$ cat config.mk
export PLATFORM = sky130hd
export DESIGN_NAME = cgms_top
export DESIGN_NICKNAME = d
export VERILOG_FILES = /design/src/logic/cgms_pkg.sv /design/src/logic/cgms_top.sv
export SDC_FILE = /design/constraint.sdc
export NUM_CORES = 1
export LEC_CHECK = 0
export BUFFER_PORTS_ARGS = -buffer_cell sky130_fd_sc_hd__buf_2
export CAP_MARGIN = 20
export CELL_PAD_IN_SITES_DETAIL_PLACEMENT = 2
export CELL_PAD_IN_SITES_GLOBAL_PLACEMENT = 2
export CORE_MARGIN = 3
export CORE_UTILIZATION = 35
export CTS_BUF_LIST = sky130_fd_sc_hd__clkbuf_2 sky130_fd_sc_hd__clkbuf_4 sky130_fd_sc_hd__clkbuf_8
export DETAILED_ROUTE_END_ITERATION = 6
export PLACE_DENSITY_LB_ADDON = 0.15
export SLEW_MARGIN = 10
export SYNTH_ARGS = -nofsm -noshare
export SYNTH_HDL_FRONTEND = slang
export SYNTH_SLANG_ARGS = --single-unit
$ cat constraint.sdc
create_clock -name CORE_CLK_IN -period 1.8 [get_ports CORE_CLK_IN]
set_clock_uncertainty 0.2 [all_clocks]
set_input_delay 0.27 -clock CORE_CLK_IN [delete_from_list [all_inputs] [get_ports CORE_CLK_IN]]
set_output_delay 0.27 -clock CORE_CLK_IN [all_outputs]
set_load 0.03 [all_outputs]
$ cat src/logic/cgms_pkg.sv
// Package with register map, field positions, reset values and timing of the clock generator.
// Behaviour
// - Control two bits 7:6 hold output divider; 00 passes clock undivided.
// - Control two bit 5 selects high-frequency oscillator range.
// - Control two bit 4 selects high-gain oscillator operation.
// - Control two bit 2 selects crystal as external reference, starts start-up.
// - Control two bit 1 keeps external reference clock active.
// - Status bit 1 sets once chosen oscillator finished initialization.
// - Control one bits 7:6 pick output source: loop, internal, external.
// - Control one bits 5:3 set reference divider as power of two.
// - Control one bit 2 picks loop reference: 1 internal, 0 external.
// - Status bit 4 reports reference actually feeding the loop.
// - Status bits 3:2 report clock actually driving generator output.
// - Control two bit 3 in bypass enters low-power bypass, loops disabled.
// - Control three bit 6 picks PLL or FLL; low-power bypass only prepares.
// - Control three bits 3:0 set PLL multiplier; 0100 means times 16.
// - Status bit 5 is 1 when PLL is current loop source.
// - Status bit 6 sets when the selected loop has acquired lock.
// - In ordinary bypass modes the selected loop, FLL or PLL, stays enabled and running.
// - PLL output equals ext divided by R times M over B; bus half.
// - Reset starts in internal FLL engaged mode with divide by two.
package cgms_pkg;
    localparam logic [1:0] ADDR_CLK_SEL = 2'h0;
    localparam logic [1:0] ADDR_OSC = 2'h1;
    localparam logic [1:0] ADDR_LOOP = 2'h2;
    localparam logic [1:0] ADDR_STATE = 2'h3;
    localparam logic [7:0] CLK_SEL_RST = 8'h04;
    localparam logic [7:0] OSC_RST = 8'h40;
    localparam logic [7:0] LOOP_RST = 8'h01;
    localparam int SRC_HI = 7;
    localparam int SRC_LO = 6;
    localparam int REF_DIVIDER_HI = 5;
    localparam int REF_DIVIDER_LO = 3;
    localparam int IREF_BIT = 2;
    localparam int OUTPUT_DIVIDER_HI = 7;
    localparam int OUTPUT_DIVIDER_LO = 6;
    localparam int RANGE_BIT = 5;
    localparam int HGO_BIT = 4;
    localparam int LP_BIT = 3;
    localparam int EREF_BIT = 2;
    localparam int ERCLK_BIT = 1;
    localparam int LOOP_SELECT_BIT = 6;
    localparam int MUL_HI = 3;
    localparam int ST_LOCK = 6;
    localparam int ST_LOOP_SELECT = 5;
    localparam int ST_IREF = 4;
    localparam int ST_CLK_HI = 3;
    localparam int ST_OSC = 1;
    localparam logic [1:0] SRC_LOOP = 2'h0;
    localparam logic [1:0] SRC_INT = 2'h1;
    localparam logic [1:0] SRC_EXT = 2'h2;
    localparam logic [1:0] CST_FLL = 2'h0;
    localparam logic [1:0] CST_INT = 2'h1;
    localparam logic [1:0] CST_EXT = 2'h2;
    localparam logic [1:0] CST_PLL = 2'h3;
    // Settle times in nanoseconds, converted to 200 MHz cycles.
    localparam int CLK_PERIOD_NS = 5;
    localparam int OSC_START_NS = 20000;
    localparam int LOCK_NS = 10000;
    localparam int SWITCH_NS = 40;
    localparam int OSC_START_CYC = OSC_START_NS / CLK_PERIOD_NS;
    localparam int LOCK_CYC = LOCK_NS / CLK_PERIOD_NS;
    localparam int SWITCH_CYC = (SWITCH_NS + CLK_PERIOD_NS - 1) / CLK_PERIOD_NS;
    localparam int CNT_W = 16;
    typedef enum logic [1:0] {
        CGMS_ENGAGED = 2'b00,
        CGMS_BYPASS = 2'b01,
        CGMS_LOWPWR = 2'b10
    } cgms_mode_t;
endpackage

$ cat src/logic/cgms_top.sv
// Clock generator mode controller with its control and status registers.
`timescale 1ns/1ps
module cgms_top #(
    parameter int OSC_START_CYCLES = cgms_pkg::OSC_START_CYC,
    parameter int LOCK_CYCLES = cgms_pkg::LOCK_CYC
) (
    // Clock and reset.
    input wire logic CORE_CLK_IN,
    input wire logic RST_IN,
    // Register port.
    input wire logic [1:0] ADDR_IN,
    input wire logic [7:0] WDATA_IN,
    input wire logic WR_IN,
    input wire logic RD_IN,
    output logic [7:0] RDATA_OUT,
    // Clock controls toward the analog blocks.
    output logic [1:0] OUT_CLK_STATE_OUT,
    output logic [1:0] OUTPUT_DIVIDER_OUT,
    output logic [2:0] REF_DIVIDER_OUT,
    output logic [3:0] PLL_MULTIPLIER_OUT,
    output logic OSC_RANGE_HIGH_OUT,
    output logic OSC_HIGH_GAIN_OUT,
    output logic EXT_REF_CLK_ENABLE_OUT,
    output logic FLL_ENABLE_OUT,
    output logic PLL_ENABLE_OUT,
    output logic LOOP_REF_INT_OUT
);
    logic [7:0] clk_sel_r;
    logic [7:0] osc_r;
    logic [7:0] loop_r;
    logic osc_ready_r;
    logic iref_st_r;
    logic pll_st_r;
    logic lock_r;
    logic [1:0] clk_st_r;
    logic [cgms_pkg::CNT_W-1:0] osc_cnt_r;
    logic [cgms_pkg::CNT_W-1:0] lock_cnt_r;
    logic [cgms_pkg::CNT_W-1:0] sw_cnt_r;
    logic [7:0] rdata_r;
    logic [1:0] out_state_r;
    logic [1:0] output_divider_out_r;
    logic [2:0] ref_divider_out_r;
    logic [3:0] mul_out_r;
    logic range_out_r;
    logic hgo_out_r;
    logic erclk_out_r;
    logic fll_en_r;
    logic pll_en_r;
    logic ref_int_r;

    wire wr_sel = WR_IN && (ADDR_IN == cgms_pkg::ADDR_CLK_SEL);
    wire wr_osc = WR_IN && (ADDR_IN == cgms_pkg::ADDR_OSC);
    wire wr_loop = WR_IN && (ADDR_IN == cgms_pkg::ADDR_LOOP);
    wire [1:0] src_req = clk_sel_r[cgms_pkg::SRC_HI:cgms_pkg::SRC_LO];
    wire iref_req = clk_sel_r[cgms_pkg::IREF_BIT];
    wire lp_req = osc_r[cgms_pkg::LP_BIT];
    wire ext_used = osc_r[cgms_pkg::EREF_BIT];
    wire ext_active = osc_r[cgms_pkg::ERCLK_BIT] || !iref_req || (src_req == cgms_pkg::SRC_EXT);
    wire pll_req = loop_r[cgms_pkg::LOOP_SELECT_BIT];
    wire bypass = (src_req != cgms_pkg::SRC_LOOP);
    // Loops are stopped only in low-power bypass; ordinary bypass keeps the selected loop running.
    wire lowpower = bypass && lp_req;
    // Loop switches are held back in low-power bypass so the change only prepares the mode.
    wire loop_switch = !lowpower && (pll_req != pll_st_r);
    wire [1:0] want_st = (src_req == cgms_pkg::SRC_INT) ? cgms_pkg::CST_INT :
                         (src_req == cgms_pkg::SRC_EXT) ? cgms_pkg::CST_EXT :
                         (pll_st_r ? cgms_pkg::CST_PLL : cgms_pkg::CST_FLL);
    wire ref_change = (iref_req != iref_st_r) || (want_st != clk_st_r) || loop_switch;
    wire [7:0] status = {1'b0, lock_r, pll_st_r, iref_st_r, clk_st_r, osc_ready_r, 1'b0};
    wire [7:0] rd_mux = (ADDR_IN == cgms_pkg::ADDR_CLK_SEL) ? clk_sel_r :
                        (ADDR_IN == cgms_pkg::ADDR_OSC) ? osc_r :
                        (ADDR_IN == cgms_pkg::ADDR_LOOP) ? loop_r : status;
    wire osc_done = (osc_cnt_r >= OSC_START_CYCLES[cgms_pkg::CNT_W-1:0]);
    wire lock_done = (lock_cnt_r >= LOCK_CYCLES[cgms_pkg::CNT_W-1:0]);
    wire sw_done = (sw_cnt_r >= cgms_pkg::SWITCH_CYC[cgms_pkg::CNT_W-1:0]);
    wire cgms_pkg::cgms_mode_t mode_nxt = lowpower ? cgms_pkg::CGMS_LOWPWR :
                                         (bypass ? cgms_pkg::CGMS_BYPASS : cgms_pkg::CGMS_ENGAGED);
    // Only the low-power mode stops the loops, so the enables follow the next mode directly.
    wire fll_run = (mode_nxt != cgms_pkg::CGMS_LOWPWR) && !pll_st_r;
    wire pll_run = (mode_nxt != cgms_pkg::CGMS_LOWPWR) && pll_st_r;

    // Control registers; reset values give internal FLL engaged with divide by two.
    always_ff @(posedge CORE_CLK_IN)
    begin
        if (RST_IN)
        begin
            clk_sel_r <= cgms_pkg::CLK_SEL_RST;
            osc_r <= cgms_pkg::OSC_RST;
            loop_r <= cgms_pkg::LOOP_RST;
        end
        else
        begin
            if (wr_sel)
                clk_sel_r <= WDATA_IN;
            if (wr_osc)
                osc_r <= WDATA_IN;
            if (wr_loop)
                loop_r <= {1'b0, WDATA_IN[6:0]};
        end
    end

    // Oscillator start-up: ready only after a full count with the crystal requested.
    always_ff @(posedge CORE_CLK_IN)
    begin
        if (RST_IN)
            osc_cnt_r <= '0;
        else if (!(ext_used && ext_active))
            osc_cnt_r <= '0;
        else if (!osc_done)
            osc_cnt_r <= osc_cnt_r + 1'b1;
    end

    always_ff @(posedge CORE_CLK_IN)
    begin
        if (RST_IN)
            osc_ready_r <= 1'b0;
        else
            osc_ready_r <= ext_used && ext_active && osc_done;
    end

    // Switch settle timer; every reference, loop and output-source status change waits for it so muxing stays glitch-free.
    always_ff @(posedge CORE_CLK_IN)
    begin
        if (RST_IN)
            sw_cnt_r <= '0;
        else if (!ref_change || sw_done)
            sw_cnt_r <= '0;
        else
            sw_cnt_r <= sw_cnt_r + 1'b1;
    end

    // Status of reference, loop and output source.
    always_ff @(posedge CORE_CLK_IN)
    begin
        if (RST_IN)
        begin
            iref_st_r <= 1'b1;
            pll_st_r <= 1'b0;
            clk_st_r <= cgms_pkg::CST_FLL;
        end
        else if (sw_done)
        begin
            iref_st_r <= iref_req;
            if (!lowpower)
                pll_st_r <= pll_req;
            clk_st_r <= want_st;
        end
    end

    // Lock timer restarts on any reference or loop change and while loops are stopped.
    always_ff @(posedge CORE_CLK_IN)
    begin
        if (RST_IN)
            lock_cnt_r <= '0;
        else if (lowpower || ref_change || (!iref_st_r && !osc_ready_r))
            lock_cnt_r <= '0;
        else if (!lock_done)
            lock_cnt_r <= lock_cnt_r + 1'b1;
    end

    always_ff @(posedge CORE_CLK_IN)
    begin
        if (RST_IN)
            lock_r <= 1'b0;
        else
            lock_r <= lock_done && !lowpower && !ref_change;
    end

    // Registered outputs feeding the analog clock path.
    always_ff @(posedge CORE_CLK_IN)
    begin
        if (RST_IN)
        begin
            rdata_r <= 8'h00;
            out_state_r <= cgms_pkg::CST_FLL;
            output_divider_out_r <= cgms_pkg::OSC_RST[cgms_pkg::OUTPUT_DIVIDER_HI:cgms_pkg::OUTPUT_DIVIDER_LO];
            ref_divider_out_r <= 3'h0;
            mul_out_r <= 4'h1;
            range_out_r <= 1'b0;
            hgo_out_r <= 1'b0;
            erclk_out_r <= 1'b0;
            fll_en_r <= 1'b1;
            pll_en_r <= 1'b0;
            ref_int_r <= 1'b1;
        end
        else
        begin
            rdata_r <= RD_IN ? rd_mux : 8'h00;
            out_state_r <= clk_st_r;
            output_divider_out_r <= osc_r[cgms_pkg::OUTPUT_DIVIDER_HI:cgms_pkg::OUTPUT_DIVIDER_LO];
            ref_divider_out_r <= clk_sel_r[cgms_pkg::REF_DIVIDER_HI:cgms_pkg::REF_DIVIDER_LO];
            mul_out_r <= loop_r[cgms_pkg::MUL_HI:0];
            range_out_r <= osc_r[cgms_pkg::RANGE_BIT];
            hgo_out_r <= osc_r[cgms_pkg::HGO_BIT];
            erclk_out_r <= ext_active;
            fll_en_r <= fll_run;
            pll_en_r <= pll_run;
            ref_int_r <= iref_st_r;
        end
    end

    assign RDATA_OUT = rdata_r;
    assign OUT_CLK_STATE_OUT = out_state_r;
    assign OUTPUT_DIVIDER_OUT = output_divider_out_r;
    assign REF_DIVIDER_OUT = ref_divider_out_r;
    assign PLL_MULTIPLIER_OUT = mul_out_r;
    assign OSC_RANGE_HIGH_OUT = range_out_r;
    assign OSC_HIGH_GAIN_OUT = hgo_out_r;
    assign EXT_REF_CLK_ENABLE_OUT = erclk_out_r;
    assign FLL_ENABLE_OUT = fll_en_r;
    assign PLL_ENABLE_OUT = pll_en_r;
    assign LOOP_REF_INT_OUT = ref_int_r;
endmodule

# ---- Word-level counts from Yosys, hierarchy flattened
# Cells that the tools add are included.
dict set report totals {
  regBits 102
  inputBits 14
  out_inout_bits 25
  word_cells 79
}
dict set report op_classes {
  n_addsub 3
  order_cmp 3
  n_eq_ne 8
  muxes 8
  bitwise 3
  reduce_logical 32
}
# op count
set ops {}
lappend ops {{16-bit by 1-bit adder with 16-bit output (second input constant)} 3}
lappend ops {{16-bit by 11-bit greater-or-equal comparator with 1-bit output (second input constant)} 1}
lappend ops {{16-bit by 12-bit greater-or-equal comparator with 1-bit output (second input constant)} 1}
lappend ops {{16-bit by 4-bit greater-or-equal comparator with 1-bit output (second input constant)} 1}
lappend ops {{8-bit two-way mux} 2}
lappend ops {{1-bit logical AND} 12}
lappend ops {{2-bit two-way mux} 4}
lappend ops {{2-bit OR reduction} 4}
lappend ops {{1-bit logical OR} 7}
lappend ops {{7-bit two-way mux} 1}
lappend ops {{1-bit zero test} 6}
lappend ops {{2-bit by 1-bit equality test with 1-bit output (second input constant)} 2}
lappend ops {{2-bit equality test (second input constant)} 2}
lappend ops {{1-bit NOT} 3}
lappend ops {{2-bit zero test} 1}
lappend ops {{1-bit inequality test} 2}
lappend ops {{2-bit inequality test} 1}
lappend ops {{2-bit inequality test (second input constant)} 1}
lappend ops {{2-bit AND reduction} 1}
lappend ops {{2-bit nonzero test} 1}
lappend ops {{1-bit two-way mux} 1}

# ---- Logic depth before layout (Yosys ltp)
dict set report logic_depth {
  word_depth 9
  ltp_mapped 6
  ltp_nobuf 5
}

# ---- Worst setup path after synthesis
# Ideal clock, no wire load.
dict set report synth_path {
  path_type {flip-flop to flip-flop}
  startpoint {register osc_cnt_r[15] (netlist bit)}
  endpoint {register osc_cnt_r[10] (netlist bit)}
  setup_time_ps 71
  arrival_time_ps 1678
  required_ps 1529
  path_slack_ps -149
  path_stages_with_launch 5
  path_buffers 0
  period_less_slack_ps 1949
  path_cell_list {dfxtp_1 or4_4 or2_0 or4_1 a21oi_1}
}
dict set report synth_via {
  elab_chain_cells 1
}
# item line_no
set synth_lines {}
lappend synth_lines {{start: declaration} cgms_top.sv:36} ;# logic [cgms_pkg::CNT_W-1:0] osc_cnt_r;
lappend synth_lines {{start signal: assignment} cgms_top.sv:110} ;# osc_cnt_r <= osc_cnt_r + 1'b1;
lappend synth_lines {{16-bit by 12-bit greater-or-equal comparator with 1-bit output} cgms_top.sv:73} ;# wire osc_done = (osc_cnt_r >= OSC_START_CYCLES[cgms_pkg::CNT_W-1:0]);
# Every way passes these cells.
# A chain may end at the register's enable or synchronous reset.

# ---- Worst setup path after layout
dict set report layout_path {
  startpoint {register osc_cnt_r[14] (netlist bit)}
  endpoint {register osc_cnt_r[10] (netlist bit)}
}
# The elaborated chain is that of the path after synthesis.

==> results.sh <==
export IMPL_start_util_pct=36.17
export IMPL_critPathRequiredTime_ps=1920
export IMPL_p_per_area_mw_per_mm2=750.0
export IMPL_fmax_ghz=0.5085
export IMPL_post_dp_hpwl_um=7314
export IMPL_worstPathMaxFanout=3
export IMPL_antenna_cells=0
export IMPL_ys_seq_area_share_pct=51.63
export IMPL_endpoint_kind="flip-flop"
export IMPL_drc_errors=0
export IMPL_ctsRootBufferMaster="clkbuf_8"
export IMPL_hold_ws_ps=32.32
export IMPL_fp_row_count=38
export IMPL_hold_violations=0
export IMPL_die_area_mm2=0.01261
export IMPL_max_cap_violations=0
export IMPL_multi_input_area_mm2=0.002141
export IMPL_fillers=1170
export IMPL_via_per_inst=5.170
export IMPL_ys_ff_latch=102
export IMPL_arrival_ps=2090
export IMPL_fin_ws_ps=-166.5
export IMPL_gr_total_overflow=0
export IMPL_r2r_start="osc_cnt_r[14]$_SDFFE_PP0N_"
export IMPL_layout_commonest_cell="dfxtp_1"
export IMPL_die_w_um=112.3
export IMPL_area_growth_pct=37.05
export IMPL_busiest_layer="met2"
export IMPL_cts_tree="yes"
export IMPL_die_h_um=112.3
export IMPL_period_minus_slack_ps=1967
export IMPL_violations="negative setup slack"
export IMPL_yosysUniqueCellTypes=54
export IMPL_r2r_setup_slack_ps=-170
export IMPL_final_area_mm2=0.005420
export IMPL_finalCritPeriodShare_pct=109.3
export IMPL_yosysWarnings=0
export IMPL_critPathKind="reg -> reg"
export IMPL_clk_latency_ps=380
export IMPL_grt_util_met1_pct=22.58
export IMPL_wirelength_um=11480
export IMPL_startpoint_type="flip-flop"
export IMPL_synth_edff_count=0
export IMPL_grt_max_degree=26
export IMPL_met3_usage_pct=5.445
export IMPL_clkSinkCount=102
export IMPL_design_core_area_mm2=0.01094
export IMPL_drt_iter0_drc=114
export IMPL_register_area_mm2=0.002057
export IMPL_syn_inst=385
export IMPL_firstDrtPassIters=4
export IMPL_async_flop_share_pct=0
export IMPL_r2r_end="osc_cnt_r[10]$_SDFFE_PP0N_"
export IMPL_synth_area_per_cell_um2=10.27
export IMPL_grt_pass1_vias=3602
export IMPL_clk_pin_slew_ps=100
export IMPL_ys_flop_type="dfxtp_1"
export IMPL_slew_violations=0
export IMPL_grt_pass1_wl_um=18510
export IMPL_dpl_instance_area_mm2=0.004669
export IMPL_use_met2_pct=31.47
export IMPL_setup_viol=17
export IMPL_min_path_type="in -> reg"
export IMPL_cts_buffers=9
export IMPL_cts_buffer_depth=2
export IMPL_post_drt_wl_per_cell_um=17.85
export IMPL_status="complete, but fails checks"
export IMPL_htree_levels=3
export IMPL_drive_gt1_share_pct=36.98
export IMPL_ios=39
export IMPL_cellLeakagePower_nw=2.170
export IMPL_grt_use_total_pct=18.22
export IMPL_startpoint="osc_cnt_r[14]$_SDFFE_PP0N_"
export IMPL_rsz0062_at_grt="yes"
export IMPL_mostFrequentLayoutCells="dfxtp_1, buf_4, buf_2"
export IMPL_crit_path_end="osc_cnt_r[10]$_SDFFE_PP0N_"
export IMPL_peakVddDrop_uv=705.0
export IMPL_grt_antenna_before_repair=0
export IMPL_rr_worst_depth=4
export IMPL_nets=518
export IMPL_ant_nets=0
export IMPL_syn_area_mm2=0.003955
export IMPL_gp_congestion=0.7393
export IMPL_num_vias=3324
export IMPL_io_buffers=38
[flip-flops by register name, indices dropped and copies added (netlist names), 3 cells and up]
signal / flops
lock_cnt_r: 16
osc_cnt_r: 16
sw_cnt_r: 16
RDATA_OUT: 8
clk_sel_r: 8
osc_r: 8
loop_r: 7
PLL_MULTIPLIER_OUT: 4
REF_DIVIDER_OUT: 3
[stage by stage]
stage	setup TNS [ps]	utilization (%)	setup slack (ps)	total power (W)	cells
detailed placement	-1877	42.70	-174.1	0.002711	602
finish	-757.9	49.57	-166.5	0.004065	643
global placement	-782.0	42.70	-107.7	0.002698	602
floorplan	-130.4	-	-110.2	0.002573	396
CTS	-589.7	47.32	-190.0	0.004079	636
global route	-2270	49.57	-224.5	0.004263	643
[metal layers]
layer	up-vias	part of all wire, %
met2	40	51
li1	1601	-
met1	1673	45
met3	10	3.1
met5	-	0
met4	0	0.98
[final cells by class]
| type | instances | share of cell area, % |
|---|---|---|
| inverters | 18 | 1.247 |
| multi-input cells | 259 | 39.50 |
| well taps | 140 | 3.232 |
| repair buffers | 108 | 14.84 |
| clock inverters | 7 | 0.9464 |
| flip-flops and latches | 102 | 37.95 |
| clock buffers | 9 | 2.285 |
[worst min-delay path by stage]
stage | startpoint | to | cells past startpoint
final | RD_IN | RDATA_OUT[6]$_SDFF_PP0_ | 2
after global placement | lock_cnt_r[14]$_SDFFE_PP0N_ | lock_cnt_r[14]$_SDFFE_PP0N_ | 2
after detailed placement | lock_cnt_r[12]$_SDFFE_PP0N_ | lock_cnt_r[12]$_SDFFE_PP0N_ | 2
after floorplan | WDATA_IN[0] | loop_r[0]$_SDFFE_PP1P_ | 2
after CTS | RD_IN | RDATA_OUT[0]$_SDFF_PP0_ | 3
after global routing | RD_IN | RDATA_OUT[4]$_SDFF_PP0_ | 2
[worst max-delay path, stage by stage, from the launching register on]
cell and delay (ps):
dfxtp_1 320, or4_4 540, or2_4 250, or4_4 480, a21oi_2 120
[timing repair]
action | CTS | global route
endpoints found under the hold margin | 23 | 0
resized for setup | 46 | 35
hold buffers | 8 | 0
gates cloned | 0 | 2
pin swaps | 8 | 17
setup endpoints to repair | 28 | 29
buffers inserted | 10 | 5
[where the power goes]
part	switching (W)	leakage (nW)	internal, W
sequential	0.0000352	0.834	0.00231
combinational	0.000232	1.26	0.000177
clock	0.000814	0.0735	0.000501
[synthesized netlist by cell type, drive strengths merged (3+ instances only)]
| library cell | instances | area (um^2) |
|---|---|---|
| xnor2 | 5 | 43.79 |
| ha | 6 | 75.07 |
| and3 | 8 | 50.05 |
| nand2 | 15 | 56.30 |
| a21oi | 5 | 25.02 |
| inv | 18 | 67.56 |
| or4 | 12 | 93.84 |
| a2111oi | 6 | 72.57 |
| a211oi | 13 | 97.59 |
| nand3 | 14 | 70.07 |
| o211ai | 4 | 30.03 |
| and2 | 7 | 43.79 |
| mux2i | 26 | 260.3 |
| or2 | 4 | 25.03 |
| mux4 | 6 | 135.1 |
| clkbuf | 14 | 52.55 |
| nand4 | 8 | 50.05 |
| nor4 | 3 | 25.02 |
| buf | 4 | 17.52 |
| nor2b | 11 | 68.82 |
| nor2 | 37 | 138.9 |
| dfxtp | 102 | 2042 |
| o21ai | 8 | 40.03 |
| o31ai | 8 | 60.06 |
| and4 | 3 | 26.28 |
| xor2 | 4 | 35.03 |
| nor3 | 10 | 50.05 |
[cell families after synthesis]
group	synth area share, %
AOI/OAI and AO/OA	12.18
buffers and inverters	3.480
muxes	9.997
DFF	51.63
adders and majority gates	1.898
xor gates and xnor gates	1.993
other	0.09482
and+or+nand+nor	18.73
Note: power is estimated with default switching activity, not from simulation.
